## src/hrs_defines.vh

```
/*
  Constants of the hardware reset sequencer: machine-cycle timing, register
  offsets, field positions and reset values.
  Assumes a single oscillator clock at 200 MHz and a 32-bit register bus.
*/
`ifndef HRS_DEFINES_VH
`define HRS_DEFINES_VH

// ****************************************
// machine cycle timing
// ****************************************
`define HRS_CLK_MHZ        200
`define HRS_PHASE_LAST     4'hB
`define HRS_PRE_S5P1       4'h7
`define HRS_S5P2           4'h9
`define HRS_MIN_RESET_OSC  24
`define HRS_PROC_CLKS      5'h18
`define HRS_WD_LIMIT       16'hFFFF

// ****************************************
// register offsets (byte addresses)
// ****************************************
`define HRS_OFS_STATUS     8'h00
`define HRS_OFS_CONTROL    8'h04
`define HRS_OFS_PORT_LO    8'h08
`define HRS_OFS_PORT_HI    8'h0C
`define HRS_OFS_STACK      8'h10
`define HRS_OFS_DATA_POINTER_PAIR       8'h14
`define HRS_OFS_IADDR      8'h18
`define HRS_OFS_WDOG       8'h1C
`define HRS_OFS_RAM        8'h40
`define HRS_RAM_WORDS      16

// ****************************************
// field positions
// ****************************************
`define HRS_ST_IN_RESET    0
`define HRS_ST_RUNNING     1
`define HRS_ST_PWR_DOWN    2
`define HRS_ST_CAUSE_EXT   3
`define HRS_ST_CAUSE_WDT   4
`define HRS_CT_PWR_DOWN    0
`define HRS_CT_WD_ENABLE   1

// ****************************************
// reset values
// ****************************************
`define HRS_RST_STACK      8'h07
`define HRS_RST_DATA_POINTER_PAIR       16'h0000
`define HRS_RST_IADDR      16'h0000
`define HRS_RST_WDOG       16'h0000
`define HRS_RST_CTRL       8'h00
`define HRS_RST_PORT       8'hFF

`endif

```

## src/hrs_cycle_timer.v

```verilog
/*
  Machine-cycle phase counter: twelve oscillator periods per machine cycle.
  Assumes clk is the running oscillator clock.
*/
`timescale 1ns/1ps
`include "hrs_defines.vh"

module hrs_cycle_timer (
  // clock and reset
  input  wire       clk,
  input  wire       rst_b,
  // phase position
  output reg  [3:0] phase_q,
  output wire       at_pre_s5p1,
  output wire       at_s5p2,
  output wire       at_last
);

  // ****************************************
  // phase count
  // ****************************************
  reg [3:0] phase_d;

  always @* begin
    phase_d = phase_q + 4'h1;
    if (phase_q == `HRS_PHASE_LAST) begin
      phase_d = 4'h0;
    end
  end

  always @(posedge clk) begin
    if (!rst_b) begin
      phase_q <= 4'h0;
    end else begin
      phase_q <= phase_d;
    end
  end

  assign at_pre_s5p1 = (phase_q == `HRS_PRE_S5P1);
  assign at_s5p2     = (phase_q == `HRS_S5P2);
  assign at_last     = (phase_q == `HRS_PHASE_LAST);

endmodule

```

## src/hrs_port_bank.v

```verilog
/*
  Six 8-bit port latches with their output drivers.
  Assumes the caller asserts load_ones for the whole internal reset.
*/
`timescale 1ns/1ps
`include "hrs_defines.vh"

module hrs_port_bank (
  // clock and reset
  input  wire        clk,
  input  wire        load_ones,
  // latch writes
  input  wire [5:0]  wr_en,
  input  wire [47:0] wr_data,
  // latch and pin side
  output wire [47:0] latch_q,
  output wire [47:0] pin_o,
  output wire [47:0] pin_oe
);

  genvar g;
  generate
    for (g = 0; g < 6; g = g + 1) begin : gen_port
      reg [7:0] lat_q;
      always @(posedge clk) begin
        if (load_ones) begin
          lat_q <= `HRS_RST_PORT;
        end else if (wr_en[g]) begin
          lat_q <= wr_data[g*8 +: 8];
        end
      end
      assign latch_q[g*8 +: 8] = lat_q;
      if (g == 0) begin : gen_open_drain
        // port 0 only sinks; a one leaves the pin floating
        assign pin_o[7:0]  = 8'h00;
        assign pin_oe[7:0] = ~lat_q;
      end else begin : gen_push
        assign pin_o[g*8 +: 8]  = lat_q;
        assign pin_oe[g*8 +: 8] = 8'hFF;
      end
    end
  endgenerate

endmodule

```

## src/hrs_reset_sequencer.v

```verilog
/*
  Hardware reset sequencer: samples the reset pin, merges the watchdog
  request, runs the internal reset (watchdog: two machine cycles; pin: until sampled high), restarts fetching and serves
  a small Avalon-MM register file.
  Assumes reset_pin_b is synchronous to clk and clk is the oscillator.
*/
`timescale 1ns/1ps
`include "hrs_defines.vh"

module hrs_reset_sequencer #(
  parameter [15:0] WD_LIMIT = `HRS_WD_LIMIT
) (
  // clock and power-on reset
  input  wire        clk,
  input  wire        rst_b,
  // reset pin and fetch select pin
  input  wire        reset_pin_b,
  input  wire        external_fetch_select,
  // avalon-mm slave
  input  wire [7:0]  avs_address,
  input  wire        avs_read,
  input  wire        avs_write,
  input  wire [31:0] avs_writedata,
  input  wire [3:0]  avs_byteenable,
  output wire [31:0] avs_readdata,
  output wire        avs_waitrequest,
  // address latch strobe pin
  output wire        ale_o,
  output wire        ale_oe,
  // program fetch strobe pin, active low
  output wire        program_fetch_strobe_b_o,
  output wire        program_fetch_strobe_oe,
  // fetch address
  output wire [15:0] fetch_address,
  output wire        fetch_address_oe,
  // port pins
  output wire [47:0] port_o,
  output wire [47:0] port_oe,
  // core status
  output wire        core_reset,
  output wire        core_halt
);

  // ****************************************
  // machine cycle timing
  // ****************************************
  wire [3:0] phase_q;
  wire       at_pre_s5p1;
  wire       at_s5p2;
  wire       at_last;

  hrs_cycle_timer u_timer (
    .clk         (clk),
    .rst_b       (rst_b),
    .phase_q     (phase_q),
    .at_pre_s5p1 (at_pre_s5p1),
    .at_s5p2     (at_s5p2),
    .at_last     (at_last)
  );

  // ****************************************
  // reset pin sampling
  // ****************************************
  // everything below is clocked; with no oscillator nothing can happen
  reg  [1:0] low_cnt_q;
  reg        ext_active_q;
  reg  [4:0] proc_cnt_q;
  reg        core_reset_q;
  reg        run_q;
  reg        wdt_fire_q;
  wire       ext_start;
  wire       any_start;
  reg  [4:0] proc_cnt_d;
  reg        ext_active_d;

  // second consecutive low sample starts the internal reset
  assign ext_start = at_s5p2 & ~reset_pin_b & (low_cnt_q != 2'h0);
  assign any_start = ext_start | wdt_fire_q;

  always @(posedge clk) begin
    if (!rst_b) begin
      low_cnt_q <= 2'h0;
    end else if (at_s5p2) begin
      if (reset_pin_b) begin
        low_cnt_q <= 2'h0;
      end else if (low_cnt_q != 2'h2) begin
        low_cnt_q <= low_cnt_q + 2'h1;
      end
    end
  end

  always @* begin
    ext_active_d = ext_active_q;
    if (ext_start) begin
      ext_active_d = 1'b1;
    end else if (at_s5p2 & reset_pin_b) begin
      ext_active_d = 1'b0;
    end
    proc_cnt_d = proc_cnt_q;
    // only the watchdog needs the counter: a pin reset began its procedure at the
    // first low sample and ends at a high sample at least two machine cycles later;
    // extending it past that sample would push the first strobe beyond two cycles
    if (wdt_fire_q) begin
      proc_cnt_d = `HRS_PROC_CLKS;
    end else if (proc_cnt_q != 5'h00) begin
      proc_cnt_d = proc_cnt_q - 5'h01;
    end
  end

  // ****************************************
  // internal reset and restart
  // ****************************************
  always @(posedge clk) begin
    if (!rst_b) begin
      ext_active_q <= 1'b0;
      proc_cnt_q   <= 5'h00;
      core_reset_q <= 1'b1;
      run_q        <= 1'b0;
    end else begin
      ext_active_q <= ext_active_d;
      proc_cnt_q   <= proc_cnt_d;
      // watchdog: two machine cycles; pin: until the pin is sampled high
      core_reset_q <= any_start | ext_active_d | (proc_cnt_d != 5'h00);
      if (core_reset_q) begin
        run_q <= 1'b0;
      end else if (at_pre_s5p1) begin
        run_q <= 1'b1;
      end
    end
  end

  assign core_reset = core_reset_q;

  // ****************************************
  // power-down and control
  // ****************************************
  reg  [7:0]  ctrl_q;
  reg  [7:0]  stack_q;
  reg  [15:0] data_pointer_pair_q;
  reg  [15:0] iaddr_q;
  reg  [15:0] wdog_q;
  reg         cause_ext_q;
  reg         cause_wdt_q;
  wire        pwr_down;
  wire        run_eff;
  wire        ext_fetch;
  wire        strobe_win;
  wire        ale_win;

  assign pwr_down  = ctrl_q[`HRS_CT_PWR_DOWN];
  assign core_halt = pwr_down;
  assign run_eff   = run_q & ~pwr_down;
  assign ext_fetch = external_fetch_select | (iaddr_q[15:13] != 3'h0);

  // ****************************************
  // strobes and fetch address
  // ****************************************
  // ale high in S1P2..S2P1 and S4P2..S5P1; the first after release is S5P1 only
  assign ale_win = (phase_q == 4'h1) | (phase_q == 4'h2) |
                   (phase_q == 4'h7) | (phase_q == 4'h8);
  assign strobe_win = ((phase_q >= 4'h3) & (phase_q <= 4'h5)) | (phase_q >= 4'h9);

  assign ale_o   = run_eff & ale_win;
  assign ale_oe  = ~core_reset_q;
  assign program_fetch_strobe_b_o = ~(run_eff & ext_fetch & strobe_win);
  assign program_fetch_strobe_oe  = ~core_reset_q;
  assign fetch_address    = iaddr_q;
  assign fetch_address_oe = run_eff & ext_fetch;

  // ****************************************
  // avalon-mm handshake
  // ****************************************
  // one wait cycle, so read data comes from a flop
  reg         ack_q;
  reg  [31:0] rdata_q;
  reg  [31:0] rdata_d;
  wire        req;
  wire        wr_take;
  wire [3:0]  ram_idx;
  wire        ram_hit;

  assign req             = avs_read | avs_write;
  assign avs_waitrequest = req & ~ack_q;
  assign avs_readdata    = rdata_q;
  assign wr_take         = avs_write & ack_q & avs_byteenable[0];
  assign ram_idx         = avs_address[5:2];
  assign ram_hit         = (avs_address[7:6] == 2'h1) & (avs_address[1:0] == 2'h0);

  // ****************************************
  // internal ram, never reset
  // ****************************************
  reg [7:0] ram_q [0:`HRS_RAM_WORDS-1];

  always @(posedge clk) begin
    if (wr_take & ram_hit) begin
      ram_q[ram_idx] <= avs_writedata[7:0];
    end
  end

  // ****************************************
  // port latches
  // ****************************************
  wire [47:0] latch_q;
  wire [5:0]  port_wr;
  wire [47:0] port_wdata;
  wire        wr_lo;
  wire        wr_hi;

  assign wr_lo = avs_write & ack_q & (avs_address == `HRS_OFS_PORT_LO);
  assign wr_hi = avs_write & ack_q & (avs_address == `HRS_OFS_PORT_HI);
  assign port_wr = {{2{wr_hi}} & avs_byteenable[1:0], {4{wr_lo}} & avs_byteenable};
  assign port_wdata = {avs_writedata[15:0], avs_writedata};

  hrs_port_bank u_ports (
    .clk       (clk),
    .load_ones (~rst_b | core_reset_q),
    .wr_en     (port_wr),
    .wr_data   (port_wdata),
    .latch_q   (latch_q),
    .pin_o     (port_o),
    .pin_oe    (port_oe)
  );

  // ****************************************
  // read mux
  // ****************************************
  always @* begin
    rdata_d = 32'h0000_0000;
    if (ram_hit) begin
      rdata_d = {24'h00_0000, ram_q[ram_idx]};
    end else begin
      case (avs_address)
        `HRS_OFS_STATUS: begin
          rdata_d[`HRS_ST_IN_RESET]  = core_reset_q;
          rdata_d[`HRS_ST_RUNNING]   = run_q;
          rdata_d[`HRS_ST_PWR_DOWN]  = pwr_down;
          rdata_d[`HRS_ST_CAUSE_EXT] = cause_ext_q;
          rdata_d[`HRS_ST_CAUSE_WDT] = cause_wdt_q;
          rdata_d[11:8]              = phase_q;
        end
        `HRS_OFS_CONTROL: rdata_d = {24'h00_0000, ctrl_q};
        `HRS_OFS_PORT_LO: rdata_d = latch_q[31:0];
        `HRS_OFS_PORT_HI: rdata_d = {16'h0000, latch_q[47:32]};
        `HRS_OFS_STACK:   rdata_d = {24'h00_0000, stack_q};
        `HRS_OFS_DATA_POINTER_PAIR:    rdata_d = {16'h0000, data_pointer_pair_q};
        `HRS_OFS_IADDR:   rdata_d = {16'h0000, iaddr_q};
        `HRS_OFS_WDOG:    rdata_d = {16'h0000, wdog_q};
        default:          rdata_d = 32'h0000_0000;
      endcase
    end
  end

  always @(posedge clk) begin
    if (!rst_b) begin
      ack_q   <= 1'b0;
      rdata_q <= 32'h0000_0000;
    end else begin
      ack_q <= req & ~ack_q;
      if (avs_read & ~ack_q) begin
        rdata_q <= rdata_d;
      end
    end
  end

  // ****************************************
  // register defaults and updates
  // ****************************************
  wire wr_sel_ctrl;
  wire wr_sel_stack;
  wire wr_sel_data_pointer_pair;
  wire wr_sel_wdog;
  wire wr_sel_status;
  wire mc_end;
  wire wd_overflow;

  assign wr_sel_ctrl   = wr_take & (avs_address == `HRS_OFS_CONTROL);
  assign wr_sel_stack  = wr_take & (avs_address == `HRS_OFS_STACK);
  assign wr_sel_data_pointer_pair   = avs_write & ack_q & (avs_address == `HRS_OFS_DATA_POINTER_PAIR);
  assign wr_sel_wdog   = wr_take & (avs_address == `HRS_OFS_WDOG);
  assign wr_sel_status = wr_take & (avs_address == `HRS_OFS_STATUS);
  assign mc_end        = at_last;
  assign wd_overflow   = ctrl_q[`HRS_CT_WD_ENABLE] & mc_end & (wdog_q == WD_LIMIT);

  always @(posedge clk) begin
    if (!rst_b || core_reset_q) begin
      ctrl_q     <= `HRS_RST_CTRL;
      stack_q    <= `HRS_RST_STACK;
      data_pointer_pair_q     <= `HRS_RST_DATA_POINTER_PAIR;
      iaddr_q    <= `HRS_RST_IADDR;
      wdog_q     <= `HRS_RST_WDOG;
      wdt_fire_q <= 1'b0;
    end else begin
      wdt_fire_q <= wd_overflow;
      if (wr_sel_ctrl) begin
        ctrl_q <= avs_writedata[7:0];
      end
      if (wr_sel_stack) begin
        stack_q <= avs_writedata[7:0];
      end
      if (wr_sel_data_pointer_pair) begin
        if (avs_byteenable[0]) begin
          data_pointer_pair_q[7:0] <= avs_writedata[7:0];
        end
        if (avs_byteenable[1]) begin
          data_pointer_pair_q[15:8] <= avs_writedata[15:8];
        end
      end
      // a write to the watchdog register refreshes it
      if (wr_sel_wdog) begin
        wdog_q <= `HRS_RST_WDOG;
      end else if (ctrl_q[`HRS_CT_WD_ENABLE] & mc_end) begin
        wdog_q <= wdog_q + 16'h0001;
      end
      // fetch address advances at the end of each strobe window
      if (run_eff & ((phase_q == 4'h5) | at_last)) begin
        iaddr_q <= iaddr_q + 16'h0001;
      end
    end
  end

  // ****************************************
  // reset cause flags
  // ****************************************
  // survive the internal reset; write one to clear, a new cause wins
  always @(posedge clk) begin
    if (!rst_b) begin
      cause_ext_q <= 1'b0;
      cause_wdt_q <= 1'b0;
    end else begin
      if (ext_start) begin
        cause_ext_q <= 1'b1;
      end else if (wr_sel_status & avs_writedata[`HRS_ST_CAUSE_EXT]) begin
        cause_ext_q <= 1'b0;
      end
      if (wdt_fire_q) begin
        cause_wdt_q <= 1'b1;
      end else if (wr_sel_status & avs_writedata[`HRS_ST_CAUSE_WDT]) begin
        cause_wdt_q <= 1'b0;
      end
    end
  end

endmodule

```

## config.mk

```make
export PLATFORM = sky130hd
export DESIGN_NAME = hrs_reset_sequencer
export DESIGN_NICKNAME = d
export VERILOG_FILES = /design/src/hrs_cycle_timer.v /design/src/hrs_port_bank.v /design/src/hrs_reset_sequencer.v
export VERILOG_INCLUDE_DIRS = /design/src
export SDC_FILE = /design/constraint.sdc
export NUM_CORES = 1
export LEC_CHECK = 0
export ABC_AREA = 1
export BUFFER_PORTS_ARGS = -buffer_cell sky130_fd_sc_hd__buf_4
export CORE_MARGIN = 2
export CORE_UTILIZATION = 28
export CTS_CLUSTER_DIAMETER = 120
export DETAILED_ROUTE_END_ITERATION = 16
export PLACE_DENSITY = 0.5
export SLEW_MARGIN = 25
export SYNTH_ARGS = -nofsm -noshare
export SYNTH_HDL_FRONTEND = slang
export SYNTH_SLANG_ARGS = --single-unit
```

## constraint.sdc

```tcl
create_clock -name clk -period 2 [get_ports clk]
set_input_delay 0.2 -clock clk [delete_from_list [all_inputs] [get_ports clk]]
set_output_delay 0.2 -clock clk [all_outputs]
set_load 0.02 [all_outputs]
```

# Word level (Yosys, flattened, before mapping)
# Memory sizes are Yosys's and may differ from the RTL's.
# Index checks and enable logic that the tools add are counted.
op_classes:
  order_cmp: 3
  n_reduce_logical: 17
  n_eq_ne: 17
  bitwise: 46
  add_sub_neg: 5
  n_mux: 17
op_table:
  columns: ["cell", "n"]
  rows:
  - ["$pmux 20 s5", 1]
  - ["$pmux 5 s8", 1]
  - ["$add 16x1->16 const B", 2]
  - ["$eq 8x5->1 const B", 4]
  - ["$mux 32", 1]
  - ["$and 1x1->1", 26]
  - ["$pmux 4 s6", 1]
  - ["$pmux 3 s7", 1]
  - ["$eq 16x16->1 const B", 1]
  - ["$eq 8x4->1 const B", 2]
  - ["$eq 4x4->1 const B", 3]
  - ["$or 1x1->1", 11]
  - ["$mux 5", 2]
  - ["$reduce_bool 5->1", 2]
  - ["$eq 4x3->1 const B", 2]
  - ["$eq 8x3->1 const B", 1]
  - ["$logic_not 8->1", 1]
  - ["$mux 1", 8]
  - ["$not 8->8", 1]
  - ["$reduce_bool 2->1", 4]
  - ["$not 1->1", 6]
  - ["$reduce_and 2->1", 3]
  - ["$reduce_or 2->1", 3]
  - ["$sub 5x1->5 const B", 1]
  - ["other kinds (16)", 17]
totals:
  mem_bits_rw: 128
  in_bits: 50
  out_inout_bits: 152
  register_bits: 162
  elab_cells: 129
  mem_count: 1
mem_list:
  columns: ["name", "words", "width", "read_ports", "rd_clocked_by_memory_dff", "write_ports", "line", "text"]
  rows:
  - ["ram_q", 16, 8, 1, 0, 1, "hrs_reset_sequencer.v:192", "reg [7:0] ram_q [0:`HRS_RAM_WORDS-1];"]

# Longest topological paths before layout
logic_depth:
  ltp_word: 6
  depth_mapped: 12

# Hierarchy
# A second synthesis with hierarchy kept.
unflattened:
  hier_cells: 1641
  area_unflattened_um2: 13444.1
modules_own_cells:
  columns: ["mod", "cells_each", "area_each_um2", "instances"]
  rows:
  - ["hrs_reset_sequencer", 1308, 10810.4, 1]
  - ["hrs_port_bank", 308, 2432.3, 1]
  - ["hrs_cycle_timer", 25, 201.4, 1]

# Worst setup path after synthesis
# No wires, ideal clock.
synth_path:
  path_type: "register -> register"
  startpoint: "register ack_q"
  endpoint: "memory ram_q[1][0], enable pin"
  setup_ns: 0.370
  path_stages_with_launch: 7
  path_buffers: 0
  synth_period_minus_slack_ns: 1.851
  arrival_ns: 1.481
  t_required_ns: 1.630
  slack_ns: 0.149
  cell_sequence: "dfxtp_1 nand2_1 inv_1 nand2_1 nor4_2 nand3_1 nor2_1"
synth_between:
  elab_chain_len: 5
synth_rtl:
  columns: ["item", "line", "text"]
  rows:
  - ["start: declaration", "hrs_reset_sequencer.v:174", "reg ack_q;"]
  - ["start signal: assignment", "hrs_reset_sequencer.v:258", "ack_q <= req & ~ack_q;"]
  - ["$and 1x1->1 (2 in series)", "hrs_reset_sequencer.v:185", "assign wr_take = avs_write & ack_q & avs_byteenable[0];"]
  - ["$and 1x1->1", "hrs_reset_sequencer.v:195", "if (wr_take & ram_hit) begin"]
  - ["$mux 1", "hrs_reset_sequencer.v:195", null]
  - ["$mux 1 (implied by the code)", "hrs_reset_sequencer.v:196", "ram_q[ram_idx] <= avs_writedata[7:0];"]
  - ["end: declaration", "hrs_reset_sequencer.v:192", null]
# Every way passes these cells.

# Final worst setup path
layout_path:
  startpoint: "register u_timer.phase_q[0]"
  endpoint: "output port ale_o"
layout_between:
  elab_chain_len: 5
layout_rtl:
  columns: ["item", "line", "text"]
  rows:
  - ["start: declaration", "hrs_cycle_timer.v:13", "output reg [3:0] phase_q,"]
  - ["start signal: assignment", "hrs_cycle_timer.v:35", "phase_q <= phase_d;"]
  - ["$eq 4x1->1 or $eq 4x2->1 (tied branches)", "hrs_reset_sequencer.v:159", "assign ale_win = (phase_q == 4'h1) | (phase_q == 4'h2) |"]
  - ["$or 1x1->1 (2 in series)", "hrs_reset_sequencer.v:159", null]
  - ["$or 1x1->1 (*)", "hrs_reset_sequencer.v:160", "(phase_q == 4'h7) | (phase_q == 4'h8);"]
  - ["$and 1x1->1 (*)", "hrs_reset_sequencer.v:163", "assign ale_o = run_eff & ale_win;"]
  - ["end: declaration", "hrs_reset_sequencer.v:28", "output wire ale_o,"]
# Every way passes the cells marked *; elsewhere a longest branch is shown, timed or not.

==> metrics <==
vias in the first global route between 10,000 and 15,000; Iter 0 DRT Violations approximately 900; fraction of registers with async set or reset after synthesis 0%; critical path cell sequence buf_6 > inv_4 > ha_4 > o211ai_1 > a31oi_2 > buf_4; Worst-path clk slew 70 ps; endpoint class of the critical path primary output; # port buffers roughly 150; Slew headroom ~64%; initial core utilization between 20 and 30%; highest routing layer actually used met4; Final Max Slew Viols 0; LEAKAGE around 7.0 nW; WHS Endpoint ram_q[8][6]; Critical Path RT between 1500 and 2000 ps; highest ir drop seen on vdd between 0.4 and 0.5 mV; min setup slack post-route 40.0 ps; largest net degree at the start of global routing 79; Die H 224 um; dominant synthesized flop cell dfxtp_1; highest clock rate slightly above 500 MHz; Max H-tree Level 2; GRT Resource Usage Total approximately 16%; Root Buffer clkbuf_16; met2 WL approximately 19,000 um; Worst R2R End ram_q[13][0]; beginning of the critical path u_timer.phase_q[0]; first drt pass iteration count 5; Nets between 1,500 and 2,000; Inst Count DP approximately 2,300; ANT nets after route 0; FP Rows 80; pre-CTS setup slack 84.7 ps; post-synth cell types between 40 and 50; hold path depth 1; part of the cycle the worst path needs a little over nine tenths; Yosys reg bits 290; min cycle time layout roughly 2000 ps; RSZ-0062 raised after global routing true; crit-path max FO 5; CTS buffer count 35; Final Hold Fails 0; CP max-delay cell dfxtp_2; total overflow reported by the global router 0; share of cells above drive strength 1 18.6%; initial antenna violation count 1; Yosys warnings 0; Synth Cell Area between 10,000 and 15,000 um2; total number of vias 11,200; Setup Skew approximately 33 ps; Vias/cell around 4.6; MaxCap Viol Count 0; max incr delay on CP around 360 ps; fillcell total ~5,000; slack of the worst reg-to-reg path around 230 ps; wire per inst between 15 and 20 um; status finished clean; Slew @ Worst Pin 535 ps; number of flops mapped to enable cells by yosys about 130; Worst-Skew Late Latency about 560 ps; Pwr Density ~850 nW/um2; routability cong. roughly 0.84; Total Die Area roughly 50,000 um2; drc violations 0; register area share after synthesis 52.3%; syn_area_per_cell a little over 8 um2; first-pass GRT wire length roughly 63,000 um; fin util a little over a third; Setup CP Type reg2out; Core Area 47,700 um2; Critical R2R Launch ack_q; metal3 WL between 2000 and 3000 um; Post-Layout Cell Count about 2,400; worst-case reg-to-reg path depth 8; Final Setup Violations 0; Worst Path Arrival roughly 1800 ps; DP Wirelength 29,300 um; Die X approximately 220 um; hold_sp avs_writedata[6]; WL final ~42,000 um; CP startpoint kind flip-flop; Syn Inst Count about 1,600; Clock Sinks 290; CTS tree yes; Worst Hold Class in2reg; TNS Setup 0 ps; clock tree buffer depth 3; I/O pin total around 200; Synth-to-Final Area Change 23.1%; Antenna diodes 0; WL met1 between 15,000 and 20,000 um
-- sequential cells by signal (all words and copies together) (netlist names) --
register	flops
stack_q	8
run_q	1
fetch_address	16
ack_q	1
avs_readdata	32
proc_cnt_q	5
cause_ext_q	1
cause_wdt_q	1
data_pointer_pair_q	16
u_timer.phase_q	4
ctrl_q	8
core_reset	1
ext_active_q	1
low_cnt_q	2
ram_q	128
wdog_q	16
wdt_fire_q	1
u_ports.gen_port.lat_q	48
-- where the power goes --
group          internal, mW  total (mW)  switching, mW
sequential             6.24        6.31         0.0641
clock                  3.95        6.56           2.60
combinational         0.444        1.35          0.902
total                  10.6        14.2           3.57
-- cells by family (layout without fill, tap and decap cells) --
kind of cell	count (synthesis)	in the layout	share of synthesized area, %
simple gates	834	834	26.6
compound gates	211	211	8.82
flops	290	290	52.3
fa+ha+maj	10	10	0.924
buf+inv	279	429	11.1
xor+xnor	2	2	0.129
other cells	2	48	0.0555
-- what timing repair did --
| action | 4_1_cts | 5_1_grt |
|---|---|---|
| pin swaps | 2 | 2 |
| buffers inserted | 0 | 3 |
| setup endpoints to repair | 2 | 2 |
| hold endpoints to repair | 49 | 0 |
| gates cloned | 0 | 0 |
| gates resized for setup | 9 | 11 |
| hold buffers | 28 | 0 |
-- per-layer routing --
layer  vias up  track usage (%)
li1       5573                -
met1      5240             22.0
met2       350             26.6
met3        62             3.48
met4         0             5.03
met5         -                0
-- worst max path at each step --
stage	slack [ps]	cells past startpoint	end
after floorplan	150	6	ram_q[1][0]
after global placement	110	11	data_pointer_pair_q[3]
after detailed placement	80	9	stack_q[1]
after CTS	-4	7	program_fetch_strobe_b_o
after global routing	-30	8	program_fetch_strobe_b_o
final	40	6	ale_o
-- cell usage after synthesis, types with 2 or more instances --
| cell | count | share of area (%) |
|---|---|---|
| nand2_1 | 522 | 14 |
| dfxtp_1 | 162 | 24 |
| nand3_1 | 143 | 5.3 |
| edfxtp_1 | 128 | 28 |
| inv_1 | 111 | 3.1 |
| buf_4 | 96 | 5.3 |
| a21oi_1 | 93 | 3.4 |
| nor2_1 | 85 | 2.4 |
| o21ai_0 | 57 | 2.1 |
| o211ai_1 | 38 | 2.1 |
| buf_2 | 28 | 1.0 |
| clkbuf_1 | 22 | 0.61 |
| nand4_1 | 19 | 0.88 |
| nor3_1 | 19 | 0.70 |
| nand2_2 | 17 | 0.79 |
| ha_1 | 10 | 0.92 |
| inv_2 | 10 | 0.28 |
| o21bai_1 | 9 | 0.50 |
| o21ai_1 | 8 | 0.30 |
| nor2_2 | 7 | 0.32 |
| buf_6 | 6 | 0.50 |
| nor2_4 | 6 | 0.50 |
| or2_2 | 3 | 0.14 |
| a31oi_1 | 2 | 0.092 |
| clkinv_1 | 2 | 0.055 |
| clkinv_4 | 2 | 0.13 |
| conb_1 | 2 | 0.055 |
| nand2_4 | 2 | 0.17 |
| nand3_4 | 2 | 0.26 |
| nor2_8 | 2 | 0.30 |
| xor2_1 | 2 | 0.13 |
-- layout make-up --
cell class | count | area, um2 | area share, %
Clock inverter | 19 | 219 | 1.31
Inverter | 126 | 488 | 2.93
Multi-Input combinational cell | 1105 | 5200 | 31.2
Sequential cell | 290 | 7090 | 42.5
Timing Repair Buffer | 239 | 1940 | 11.7
Clock buffer | 45 | 965 | 5.79
Tap cell | 615 | 769 | 4.61
-- layout by cell type (no fill, tap or decap), types with 12 or more instances in the layout --
cell type	count
nand2_1	522
buf_4	204
dfxtp_1	159
nand3_1	143
edfxtp_1	128
inv_1	108
a21oi_1	93
nor2_1	81
o21ai_0	57
conb_1	48
o211ai_1	38
clkbuf_16	36
dlygate4sd3_1	28
nor3_1	19
nand4_1	19
nand2_2	17
inv_2	12
-- critical path, delay by kind of cell (launching register included) --
| kind | cells | cell delay (ps) |
|---|---|---|
| adder cells (fa/ha/maj) | 1 | 150 |
| AO/OA/AOI/OAI | 2 | 330 |
| buffers and inverters | 3 | 370 |
| flip-flops | 1 | 360 |
-- metrics by stage --
stage	hold slack (ps)	instance area [um2]	total power [mW]
after floorplan	299	13700	7.30
after global placement	402	15100	7.72
after detailed placement	403	15100	7.72
after CTS	19.9	16600	14.4
after global routing	27.1	16700	14.8
final	45.9	16700	14.2
No activity file was read; power rests on OpenSTA's default activity.
